<file path="src/rtl/bts_pkg.sv">
// Constants and types for the burst trigger sequencer
// What this block does
// - Enabling burst forces sweep and modulation off; never both active.
// - Burst enable resets off; reads back 0 off, 1 on.
// - Phase entered in degrees or radians; display shows degrees.
// - Triggered burst emits configured cycles per trigger, then halts.
// - Trigger source: internal repeat, external edge, bus; default internal.
// - Internal source restarts bursts every programmed repeat interval.
// - External source starts one burst per edge of selected polarity.
// - External edges during a burst are ignored.
// - Bus source starts burst per bus command; indicator lit while waiting.
// - External or bus source ignores repeat interval, keeps count, phase.
// - Combined setup command forces source to internal repeat.
// - Burst completion sets event bit 0 or answers 1 if pending.
// - External edge selector rising or falling; default rising.
// - Gate polarity active high or low; default active high.
// - Trigger-out, default off, gives selected edge at burst start.
// - Internal source trigger-out is 50% square at repeat interval in triggered burst; held constant in sweep.
// - External source or gated operation suppresses trigger-out.
// - Bus source trigger-out is one pulse over 1 us per burst.
// - Generic trigger command starts a burst under any source.
// - Dedicated bus trigger starts burst only with bus source selected.
// - Host waits between triggers; device finishes pending work first.
// - Gated output runs while gate true, finishes cycle, holds phase.
// - Cycles per burst 1 to 50000 or infinite; default one.
package bts_pkg;
    // ****************************************
    // Register offsets
    // ****************************************
    localparam logic [7:0] ADDR_CTRL = 8'h00;
    localparam logic [7:0] ADDR_NCYC = 8'h04;
    localparam logic [7:0] ADDR_PER = 8'h08;
    localparam logic [7:0] ADDR_PHASE = 8'h0c;
    localparam logic [7:0] ADDR_CMD = 8'h10;
    localparam logic [7:0] ADDR_STAT = 8'h14;
    localparam logic [7:0] ADDR_PHDEG = 8'h18;
    // ****************************************
    // Control field positions
    // ****************************************
    localparam int CB_BURST = 0;
    localparam int CB_UNIT = 1;
    localparam int CB_SRC = 2;
    localparam int CB_MODE = 4;
    localparam int CB_EDGE = 5;
    localparam int CB_GPOL = 6;
    localparam int CB_TOEN = 7;
    localparam int CB_TOEDGE = 8;
    localparam int CB_SWEEP = 9;
    localparam int CB_MOD = 10;
    localparam int CMD_TRIG = 0;
    localparam int CMD_TRG = 1;
    localparam int CMD_COMBINED_SETUP_COMMAND = 2;
    localparam int CMD_OPC = 3;
    localparam int CMD_OPCQ = 4;
    localparam int CMD_CLRESR = 5;
    // ****************************************
    // Values and timing
    // ****************************************
    localparam logic [15:0] NCYC_MIN = 16'h0001;
    localparam logic [15:0] NCYC_MAX = 16'hc350;
    localparam logic [15:0] NCYC_INF = 16'h0000;
    localparam logic [31:0] PER_RESET = 32'h000f4240;
    localparam logic [31:0] PER_MIN = 32'h00000064;
    localparam int CLK_MHZ = 100;
    localparam int OUT_PULSE_NS = 1000;
    localparam int OUT_PULSE_CYC = OUT_PULSE_NS * CLK_MHZ / 1000 + 1;
    // Radian fixed point: phase in 1/1024 rad, degrees in 1/16 deg
    localparam logic [31:0] RAD2DEG = 32'h00000395;
    localparam int RAD2DEG_SHIFT = 10;
    typedef enum logic [1:0] {SRC_INT, SRC_EXT, SRC_BUS} bts_src_t;
    typedef struct packed {
        logic modulation;
        logic sweep;
        logic trig_out_edge;
        logic trig_out_en;
        logic gate_pol;
        logic trig_edge;
        logic gated;
        bts_src_t src;
        logic phase_unit;
        logic burst_en;
    } bts_ctrl_t;
    localparam bts_ctrl_t CTRL_RESET = '0;
endpackage

</file>
<file path="src/rtl/bts_sync.sv">
// Two-stage synchroniser with edge and level detection
`timescale 1ns/1ns
module bts_sync (
    input wire logic pclk,
    input wire logic presetn,
    input wire logic ce,
    input wire logic d,
    input wire logic edge_falling,
    output logic level,
    output logic edge_seen
);
    logic s1_q;
    logic s2_q;
    logic s3_q;
    // ****************************************
    // Synchroniser and detector
    // ****************************************
    always_ff @(posedge pclk or negedge presetn)
    begin
        if (!presetn)
        begin
            s1_q <= 1'b0;
            s2_q <= 1'b0;
            s3_q <= 1'b0;
        end
        else if (ce)
        begin
            s1_q <= d;
            s2_q <= s1_q;
            s3_q <= s2_q;
        end
    end
    assign level = s2_q;
    assign edge_seen = ce & (edge_falling ? (s3_q & ~s2_q)
                                          : (~s3_q & s2_q));
endmodule

</file>
<file path="src/rtl/bts_top.sv">
// Burst trigger sequencer with APB registers
//
// The APB slave port and the register offsets were chosen for this implementation.
`timescale 1ns/1ns
module bts_top (
    input wire logic pclk,
    input wire logic presetn,
    input wire logic clk_en,
    input wire logic psel,
    input wire logic penable,
    input wire logic pwrite,
    input wire logic [7:0] paddr,
    input wire logic [31:0] pwdata,
    output logic [31:0] prdata,
    output logic pready,
    output logic pslverr,
    input wire logic trig_in,
    input wire logic cycle_end,
    output logic trig_out,
    output logic trig_out_oe,
    output logic wave_run,
    output logic wave_restart,
    output logic manual_lamp,
    output logic sweep_active,
    output logic modulation_active
);
    // ****************************************
    // State and registers
    // ****************************************
    typedef enum logic [1:0] {ST_IDLE, ST_BURST, ST_GATE} bts_state_t;
    bts_state_t state_q;
    bts_state_t state_d;
    bts_pkg::bts_ctrl_t ctrl_q;
    bts_pkg::bts_ctrl_t ctrl_d;
    logic [15:0] ncyc_q;
    logic [31:0] per_q;
    logic [31:0] phase_q;
    logic [31:0] phdeg_q;
    logic [15:0] cyc_cnt_q;
    logic [31:0] per_cnt_q;
    logic [7:0] pulse_cnt_q;
    logic opc_pend_q;
    logic esr_opc_q;
    logic opcq_pend_q;
    logic opcq_ans_q;
    logic [31:0] prdata_q;
    logic pready_q;
    logic pslverr_q;
    logic trig_out_q;
    logic wave_run_q;
    logic restart_q;
    logic lamp_q;
    logic oe_q;
    // ****************************************
    // Decoding
    // ****************************************
    function automatic logic hit(input logic [7:0] a, input logic [7:0] r);
        hit = (a == r);
    endfunction
    wire setup = psel & ~penable;
    wire acc = psel & penable & clk_en;
    wire wr = acc & pwrite;
    wire rd_setup = setup & ~pwrite;
    wire wr_ctrl = wr & hit(paddr, bts_pkg::ADDR_CTRL);
    wire wr_ncyc = wr & hit(paddr, bts_pkg::ADDR_NCYC);
    wire wr_per = wr & hit(paddr, bts_pkg::ADDR_PER);
    wire wr_phase = wr & hit(paddr, bts_pkg::ADDR_PHASE);
    wire wr_cmd = wr & hit(paddr, bts_pkg::ADDR_CMD);
    wire mapped = hit(paddr, bts_pkg::ADDR_CTRL)
                | hit(paddr, bts_pkg::ADDR_NCYC)
                | hit(paddr, bts_pkg::ADDR_PER)
                | hit(paddr, bts_pkg::ADDR_PHASE)
                | hit(paddr, bts_pkg::ADDR_CMD)
                | hit(paddr, bts_pkg::ADDR_STAT)
                | hit(paddr, bts_pkg::ADDR_PHDEG);
    wire cmd_trig = wr_cmd & pwdata[bts_pkg::CMD_TRIG];
    wire cmd_trg = wr_cmd & pwdata[bts_pkg::CMD_TRG];
    wire cmd_combined_setup_command = wr_cmd & pwdata[bts_pkg::CMD_COMBINED_SETUP_COMMAND];
    wire cmd_opc = wr_cmd & pwdata[bts_pkg::CMD_OPC];
    wire cmd_opcq = wr_cmd & pwdata[bts_pkg::CMD_OPCQ];
    wire cmd_clr = wr_cmd & pwdata[bts_pkg::CMD_CLRESR];
    // ****************************************
    // Trigger input
    // ****************************************
    logic gate_lvl;
    logic ext_edge;
    bts_sync u_sync (
        .pclk(pclk),
        .presetn(presetn),
        .ce(clk_en),
        .d(trig_in),
        .edge_falling(ctrl_q.trig_edge),
        .level(gate_lvl),
        .edge_seen(ext_edge)
    );
    wire gate_true = gate_lvl ^ ctrl_q.gate_pol;
    // ****************************************
    // Trigger selection
    // ****************************************
    wire per_done = (per_cnt_q == 32'h0) | (per_cnt_q == 32'h1);
    wire src_int = ctrl_q.src == bts_pkg::SRC_INT;
    wire src_ext = ctrl_q.src == bts_pkg::SRC_EXT;
    wire src_bus = ctrl_q.src == bts_pkg::SRC_BUS;
    wire triggered = ctrl_q.burst_en & ~ctrl_q.gated;
    wire int_fire = triggered & src_int & per_done;
    wire ext_fire = triggered & src_ext & ext_edge
                  & (state_q == ST_IDLE);
    wire bus_fire = triggered & src_bus & cmd_trg;
    wire gen_fire = triggered & cmd_trig;
    wire start = (state_q == ST_IDLE)
               & (int_fire | ext_fire | bus_fire | gen_fire);
    wire last_cyc = cycle_end & (ncyc_q != bts_pkg::NCYC_INF)
                  & (cyc_cnt_q == ncyc_q - bts_pkg::NCYC_MIN);
    wire burst_done = (state_q == ST_BURST) & clk_en & last_cyc;
    wire [31:0] half_per = {1'b0, per_q[31:1]};
    wire to_allowed = ctrl_q.trig_out_en & ~src_ext & ~ctrl_q.gated
                    & (ctrl_q.burst_en | ctrl_q.sweep);
    // ****************************************
    // Phase in degrees
    // ****************************************
    wire [63:0] ph_prod = $signed(phase_q) * $signed(bts_pkg::RAD2DEG);
    wire [31:0] ph_deg = ctrl_q.phase_unit
                       ? 32'(ph_prod >>> bts_pkg::RAD2DEG_SHIFT)
                       : phase_q;
    // ****************************************
    // Control next value
    // ****************************************
    always_comb
    begin
        ctrl_d = ctrl_q;
        if (wr_ctrl)
        begin
            ctrl_d = bts_pkg::bts_ctrl_t'(pwdata[10:0]);
            if (pwdata[bts_pkg::CB_BURST])
            begin
                ctrl_d.sweep = 1'b0;
                ctrl_d.modulation = 1'b0;
            end
            else if (ctrl_q.burst_en & pwdata[bts_pkg::CB_SWEEP])
                ctrl_d.burst_en = 1'b0;
            else if (ctrl_q.burst_en & pwdata[bts_pkg::CB_MOD])
                ctrl_d.burst_en = 1'b0;
            if (pwdata[bts_pkg::CB_SRC +: 2] == 2'h3)
                ctrl_d.src = ctrl_q.src;
        end
        if (cmd_combined_setup_command)
            ctrl_d.src = bts_pkg::SRC_INT;
    end
    // ****************************************
    // Sequencer
    // ****************************************
    always_comb
    begin
        state_d = state_q;
        unique case (state_q)
            ST_IDLE:
                if (ctrl_q.burst_en & ctrl_q.gated & gate_true)
                    state_d = ST_GATE;
                else if (start)
                    state_d = ST_BURST;
            ST_BURST:
                if (!ctrl_q.burst_en | last_cyc)
                    state_d = ST_IDLE;
            ST_GATE:
                if (!ctrl_q.burst_en | (!gate_true & cycle_end))
                    state_d = ST_IDLE;
            default:
                state_d = ST_IDLE;
        endcase
    end
    // ****************************************
    // Registers
    // ****************************************
    always_ff @(posedge pclk or negedge presetn)
    begin
        if (!presetn)
        begin
            ctrl_q <= bts_pkg::CTRL_RESET;
            ncyc_q <= bts_pkg::NCYC_MIN;
            per_q <= bts_pkg::PER_RESET;
            phase_q <= 32'h0;
            phdeg_q <= 32'h0;
        end
        else if (clk_en)
        begin
            ctrl_q <= ctrl_d;
            phdeg_q <= ph_deg;
            if (wr_ncyc && pwdata[15:0] <= bts_pkg::NCYC_MAX)
                ncyc_q <= pwdata[15:0];
            if (wr_per && pwdata >= bts_pkg::PER_MIN)
                per_q <= pwdata;
            if (wr_phase)
                phase_q <= pwdata;
        end
    end
    always_ff @(posedge pclk or negedge presetn)
    begin
        if (!presetn)
        begin
            state_q <= ST_IDLE;
            cyc_cnt_q <= 16'h0;
            per_cnt_q <= 32'h0;
            restart_q <= 1'b0;
        end
        else if (clk_en)
        begin
            state_q <= state_d;
            restart_q <= start;
            if (start)
                cyc_cnt_q <= 16'h0;
            else if (state_q == ST_BURST && cycle_end)
                cyc_cnt_q <= cyc_cnt_q + 16'h1;
            if (!triggered || !src_int || per_done)
                per_cnt_q <= per_q;
            else
                per_cnt_q <= per_cnt_q - 32'h1;
        end
    end
    // ****************************************
    // Operation complete
    // ****************************************
    always_ff @(posedge pclk or negedge presetn)
    begin
        if (!presetn)
        begin
            opc_pend_q <= 1'b0;
            esr_opc_q <= 1'b0;
            opcq_pend_q <= 1'b0;
            opcq_ans_q <= 1'b0;
        end
        else if (clk_en)
        begin
            if (burst_done & opc_pend_q)
                esr_opc_q <= 1'b1;
            else if (cmd_clr)
                esr_opc_q <= 1'b0;
            if (burst_done & opcq_pend_q)
                opcq_ans_q <= 1'b1;
            else if (cmd_clr)
                opcq_ans_q <= 1'b0;
            if (burst_done)
                opc_pend_q <= 1'b0;
            else if (cmd_opc)
                opc_pend_q <= 1'b1;
            if (burst_done)
                opcq_pend_q <= 1'b0;
            else if (cmd_opcq)
                opcq_pend_q <= 1'b1;
        end
    end
    // ****************************************
    // Trigger out and outputs
    // ****************************************
    always_ff @(posedge pclk or negedge presetn)
    begin
        if (!presetn)
        begin
            trig_out_q <= 1'b0;
            pulse_cnt_q <= 8'h0;
            wave_run_q <= 1'b0;
            lamp_q <= 1'b0;
        end
        else if (clk_en)
        begin
            wave_run_q <= (state_d != ST_IDLE);
            lamp_q <= triggered & src_bus & (state_d == ST_IDLE);
            if (start)
                pulse_cnt_q <= 8'(bts_pkg::OUT_PULSE_CYC);
            else if (pulse_cnt_q != 8'h0)
                pulse_cnt_q <= pulse_cnt_q - 8'h1;
            if (!to_allowed)
                trig_out_q <= ctrl_q.trig_out_edge;
            else if (src_int)
                trig_out_q <= ctrl_q.trig_out_edge
                            ^ (per_cnt_q > half_per);
            else
                trig_out_q <= ctrl_q.trig_out_edge
                            ^ (start | (pulse_cnt_q > 8'h1));
        end
    end
    // ****************************************
    // APB slave
    // ****************************************
    logic [31:0] rd_mux;
    always_comb
    begin
        rd_mux = 32'h0;
        if (hit(paddr, bts_pkg::ADDR_CTRL))
            rd_mux = {21'h0, ctrl_q};
        else if (hit(paddr, bts_pkg::ADDR_NCYC))
            rd_mux = {16'h0, ncyc_q};
        else if (hit(paddr, bts_pkg::ADDR_PER))
            rd_mux = per_q;
        else if (hit(paddr, bts_pkg::ADDR_PHASE))
            rd_mux = phase_q;
        else if (hit(paddr, bts_pkg::ADDR_STAT))
            rd_mux = {26'h0, opcq_ans_q, esr_opc_q, lamp_q,
                      wave_run_q, state_q};
        else if (hit(paddr, bts_pkg::ADDR_PHDEG))
            rd_mux = phdeg_q;
    end
    always_ff @(posedge pclk or negedge presetn)
    begin
        if (!presetn)
        begin
            prdata_q <= 32'h0;
            pready_q <= 1'b0;
            pslverr_q <= 1'b0;
        end
        else if (clk_en)
        begin
            pready_q <= setup;
            pslverr_q <= setup & ~mapped;
            if (rd_setup)
                prdata_q <= rd_mux;
        end
        else
            pready_q <= 1'b0;
    end
    // ****************************************
    // Pin drive enable
    // ****************************************
    always_ff @(posedge pclk or negedge presetn)
    begin
        if (!presetn)
            oe_q <= 1'b0;
        else if (clk_en)
            oe_q <= (ctrl_d.src != bts_pkg::SRC_EXT) & ~ctrl_d.gated;
    end
    // ****************************************
    // Outputs
    // ****************************************
    assign prdata = prdata_q;
    assign pready = pready_q;
    assign pslverr = pslverr_q;
    assign trig_out = trig_out_q;
    assign trig_out_oe = oe_q;
    assign wave_run = wave_run_q;
    assign wave_restart = restart_q;
    assign manual_lamp = lamp_q;
    assign sweep_active = ctrl_q.sweep;
    assign modulation_active = ctrl_q.modulation;
endmodule

</file>
<file path="config.mk">
export PLATFORM = sky130hd
export DESIGN_NAME = bts_top
export DESIGN_NICKNAME = d
export VERILOG_FILES = /design/src/rtl/bts_pkg.sv /design/src/rtl/bts_sync.sv /design/src/rtl/bts_top.sv
export SDC_FILE = /design/constraint.sdc
export NUM_CORES = 1
export LEC_CHECK = 0
export BUFFER_PORTS_ARGS = -buffer_cell sky130_fd_sc_hd__buf_2
export CORE_MARGIN = 5
export CORE_UTILIZATION = 40
export CTS_CLUSTER_DIAMETER = 50
export DETAILED_ROUTE_END_ITERATION = 8
export PLACE_DENSITY = 0.63
export SKIP_CTS_REPAIR_TIMING = 1
export SKIP_LAST_GASP = 1
export SYNTH_ARGS = -nofsm -noshare
export SYNTH_HDL_FRONTEND = slang
export SYNTH_SLANG_ARGS = --single-unit
</file>
<file path="constraint.sdc">
create_clock -name pclk -period 13.3 [get_ports pclk]
set_clock_uncertainty 0.2 [all_clocks]
set_input_delay 2.66 -clock pclk [delete_from_list [all_inputs] [get_ports pclk]]
set_output_delay 2.66 -clock pclk [all_outputs]
set_load 0.02 [all_outputs]
</file>
# --- After elaboration in Yosys (flattened, before gate mapping) ---
# Cells that the tools add are included.
# Widths: inputs -> output; s select.
op_classes:
  n_eq_ne: 14
  order_cmp: 4
  mul: 1
  addsub: 4
  reduce_logical: 34
  mux: 33
  bitwise: 69
op_table:
  columns: ["cell", "n"]
  rows:
  - ["$mux 32", 8]
  - ["$and 1x1->1", 44]
  - ["$mul 32x11->42 const B", 1]
  - ["$eq 32x1->1 const B", 1]
  - ["$ge 32x7->1 const B", 1]
  - ["$gt 32x31->1", 1]
  - ["$logic_not 32->1", 1]
  - ["$mux 16", 2]
  - ["$sub 32x1->32 const B", 1]
  - ["$eq 8x5->1 const B", 3]
  - ["$reduce_and 2->1", 11]
  - ["$add 16x1->16 const B", 1]
  - ["$eq 16x16->1", 1]
  - ["$eq 8x4->1 const B", 2]
  - ["$le 16x16->1 const B", 1]
  - ["$mux 8", 2]
  - ["$reduce_bool 16->1", 1]
  - ["$sub 16x1->16 const B", 1]
  - ["$mux 2", 7]
  - ["$or 1x1->1", 14]
  - ["$reduce_bool 2->1", 7]
  - ["$mux 1", 12]
  - ["$eq 8x3->1 const B", 1]
  - ["$gt 8x1->1 const B", 1]
  - ["other kinds (14)", 34]
word_totals:
  regBits: 227
  out_inout_bits: 41

# --- Logic depth before layout (Yosys ltp) ---
depth:
  ltp_word: 15
  depth_mapped: 18

# --- Modules after synthesis ---
# From an unflattened synthesis, not the netlist that was laid out.
unflattened:
  cells_unflattened: 2118
  hier_area_um2: 19108.3
by_module_without_submodules:
  columns: ["module", "n_inst", "cells_each", "area_each_um2", "seq_area_each_um2"]
  rows:
  - ["bts_top", 1, 2109, 18975.7, 5615.4]
  - ["bts_sync", 1, 9, 132.6, 75.1]

# --- Worst setup path before layout ---
# OpenSTA, ideal clock, no wires.
synth_path:
  path_type: "register -> register"
  from: "register phase_q[13]"
  to: "register phdeg_q[24]"
  period_less_slack_ps: 5388
  path_stages_with_launch: 17
  path_slack_ps: 7912
  t_arrival_ps: 5106
  cell_sequence: "dfrtp_1 ha_1 fa_1 fa_1 inv_1 fa_1 fa_1 inv_1 ha_1 a21oi_1 nand2_1 or3_1 o22ai_1 o31a_1 nor3_1 or4_1 a31oi_1"
synth_between:
  elab_chain_cells: 2
synth_rtl:
  columns: ["element", "line", "source"]
  rows:
  - ["start: declaration", "bts_top.sv:37", "logic [31:0] phase_q;"]
  - ["start signal: assignment", "bts_top.sv:193", "phase_q <= pwdata;"]
  - ["$mul 32x11->42", "bts_top.sv:121", "wire [63:0] ph_prod = $signed(phase_q) * $signed(bts_pkg::RAD2DEG);"]
  - ["$mux 32", "bts_top.sv:123", "? 32'(ph_prod >>> bts_pkg::RAD2DEG_SHIFT)"]
  - ["end signal: assignment", "bts_top.sv:187", "phdeg_q <= ph_deg;"]
  - ["end: declaration", "bts_top.sv:38", "logic [31:0] phdeg_q;"]
# Every way passes these cells.
# A chain may end at the register's enable or synchronous reset.

# --- Final worst setup path ---
layout_path:
  from: "register phase_q[2]"
  to: "register phdeg_q[25]"
# Same word-level chain as after synthesis.

==> results.yml <==
power_and_ir_drop:
  max-vdd-ir-drop_mv: 0.100
  p_leak_nw: 10.3
  powerDensity_nw_per_um2: 83.0
yosys:
  yosysTopAreaCell: "dfrtp_1"
  synth_area_leaders: "dfrtp_1 29%, ha_1 14%, fa_1 12%"
  ys_seq_area_frac: 0.300
  syn_area_per_cell_um2: 9.49
  synth_area_um2: 19000
  synthArstFlopShare: 1.00
  synth_cell_type_count: 79
  synth_edf_count: 0
  ys_ff_latch: 227
  ys.flop_type: "dfrtp_1"
  syn_inst: 1998
  syn_nets: 2374
  ys_warn_count: 0
  synth_top_area_frac: 0.289
global_route:
  grt_use_total: 0.203
  grt_antenna_before_repair: 1
  grt_max_degree: 93
  grt_pass1_wl_mm: 84.8
  grt_pass1_vias: 15100
  grt-ovfl-total: 0
sta:
  setup_ws_ns: 7.18
  final_max_slew_viol_count: 0
  timing.setup.tns_ns: 0
  setup_viol: 0
  rsz0062_at_grt: "false"
  maxSlewHeadroom: 0.207
  fmax_mhz: 163
  hold_viol: 0
  timing.final.crit_share: 0.460
  worstMarginPinSlew_ns: 1.19
  min_period_ns: 6.12
place:
  gp_congestion: 0.919
  port_buffers: 88
  hpwl_mm: 40.5
  dpl_worst_slack_ns: 7.17
setup_path:
  slowest_stage: "fa_1"
  crit_buf_inv: 2
  worst-path-stages: 16
  worstPathArrival_ns: 6.31
  cp-start-kind: "register"
  crit_family: "adder cells"
  path_cells: "ha_1 -> fa_1 -> fa_1 -> inv_1 -> fa_1 -> inv_1 -> fa_1 -> ha_1 -> and4_1 -> nand4_1 -> o221ai_1 -> o22ai_1 -> o31a_1 -> o311ai_0 -> xnor2_1 -> o21ai_0"
  crit_path_max_incr_delay_ns: 0.54
  worstSetupEndpointType: "register"
  cp_max_fo: 8
  r2r_start: "phase_q[2]$_DFFE_PN0P_"
  reg2regPathDepth: 16
  crit_top_cell: "fa_1"
  critical_path_class: "register to register"
  ff2ff_setup_slack_ns: 7.18
  r2r-end: "phdeg_q[25]$_DFFE_PN0P_"
  worst-endpoint-required_ns: 13.49
cells_and_area:
  final_cell_mix: "250 x inv_1, 219 x dfrtp_1, 214 x ha_1, 159 x o21ai_0, 153 x nand2_1"
  area_delta_synth_final_pct: 9.76
  drive_gt1_frac: 0.121
  n_antenna_cell: 0
  final_nets: 2424
  fillers: 4397
  layout_commonest_cell: "inv_1"
  post-route-util: 0.445
  multi_input_area_um2: 12000
  seqCellArea_um2: 5690
hold_path:
  hold_path_class: "register to register"
  min_to: "wave_restart$_DFFE_PN0P_"
  whs_path_depth: 1
  hp-start: "wave_restart$_DFFE_PN0P_"
floorplan:
  start_util: 0.405
  die_w_um: 228
  dieArea_um2: 51800
  dieHeight_um: 228
  rows: 79
  ios: 89
  coreArea_um2: 46800
drt:
  finalWirelength_mm: 52.9
  detail-route-antenna-nets: 0
  drc_errors: 0
  drt_iter0_drc: 1412
  vias: 15000
  drt_first_pass_iters: 6
  avgRoutedWirePerCell_um: 19.8
  viasPerCell: 5.60
clock_network:
  cts_buffer_depth: 3
  cts_tree: "built"
  clk-insertion-delay-late_ns: 0.56
  numCtsBuffers: 26
  cts.sinks: 227
  clockRootBuffer: "clkbuf_16"
  path_clk_slew_ns: 0.06
  htree_levels: 1
job:
  cap_violations: 0
status:
  run_status: "complete, no violations"
cell usage after synthesis, drive strengths merged, types with 8 or more instances:
master and count:
or3 8, dfrtp 219, a2111oi 8, and3 14, a222oi 16, a21oi 103, clkbuf 60, a21o 32
buf 18, nand2 153, dfstp 8, or4 10, mux2i 21, nand2b 16, a31oi 15, o21ai 159
a22o 17, inv 250, nor4 25, mux2 81, nand3 28, xnor2 47, fa 114, nor2 116
nor2b 16, xor2 32, ha 214, a22oi 13, nand4 21, nor3 44, o221ai 9
where the power goes:
part,total [mW],switching (mW),internal (mW)
logic,0.260,0.161,0.0997
clock network,0.721,0.301,0.420
registers,0.745,0.0293,0.716
total,1.73,0.491,1.24
sequential cells by signal, indices dropped and copies added, names as in the netlist, 2 cells and up:
name         flops
ctrl_q           9
prdata          32
cyc_cnt_q       16
per_q           32
state_q          2
phdeg_q         32
pulse_cnt_q      8
phase_q         32
ncyc_q          16
per_cnt_q       32
per-stage QoR:
stage / instance area (um2) / instances / hold WS (ns) / total power, mW
after floorplan: 19000 / 1998 / 0.250 / 0.926
after global placement: 19900 / 2627 / 0.259 / 1.01
after detailed placement: 19900 / 2627 / 0.268 / 1.02
after CTS: 20800 / 2675 / 0.282 / 1.74
after global routing: 20800 / 2675 / 0.293 / 1.80
final: 20800 / 2675 / 0.275 / 1.73
cell type report:
| type | count | area share |
|---|---|---|
| clock inverter | 11 | 0.00638 |
| sequential | 227 | 0.274 |
| multi-input combinational | 1442 | 0.577 |
| clock buffer | 37 | 0.0347 |
| tap | 607 | 0.0365 |
| timing repair buffer | 100 | 0.0261 |
| inverter | 251 | 0.0453 |
worst register-to-register path, stage by stage, from the launching register on:
cell      delay (ns)
dfrtp_1         0.51
ha_1            0.38
fa_1            0.49
fa_1            0.54
inv_1           0.05
fa_1            0.52
inv_1           0.05
fa_1            0.48
ha_1            0.36
and4_1          0.25
nand4_1         0.14
o221ai_1        0.53
o22ai_1         0.32
o31a_1          0.43
o311ai_0        0.43
xnor2_1         0.17
o21ai_0         0.09
cells by family after synthesis:
family,after synthesis,synth area share
AND/OR/NAND/NOR,481,0.124
AO/OA/AOI/OAI,452,0.152
buffers and inverters,329,0.0663
adder cells (fa/ha/maj),328,0.262
flip-flops,227,0.300
multiplexers,102,0.0592
XOR/XNOR,79,0.0365
routing by layer:
layer  wire, um  up-vias  part of all wire  global-route usage
li1           -     7076                 -                   -
met4       1610        0             0.031              0.0633
met5          0        -                 0                   0
met1      24600     7403              0.46               0.300
met2      24000      407              0.45               0.320
met3       2740       96             0.052              0.0168
worst max-delay path by stage:
stage | end | start
after CTS | phdeg_q[25]$_DFFE_PN0P_ | phase_q[2]$_DFFE_PN0P_
after global placement | prdata[2]$_DFFE_PN0P_ | paddr[3]
after floorplan | phdeg_q[24]$_DFFE_PN0P_ | phase_q[13]$_DFFE_PN0P_
after detailed placement | prdata[0]$_DFFE_PN0P_ | paddr[3]
after global routing | phdeg_q[25]$_DFFE_PN0P_ | phase_q[2]$_DFFE_PN0P_
final | phdeg_q[25]$_DFFE_PN0P_ | phase_q[2]$_DFFE_PN0P_
Note: power is estimated with default switching activity, not from simulation.
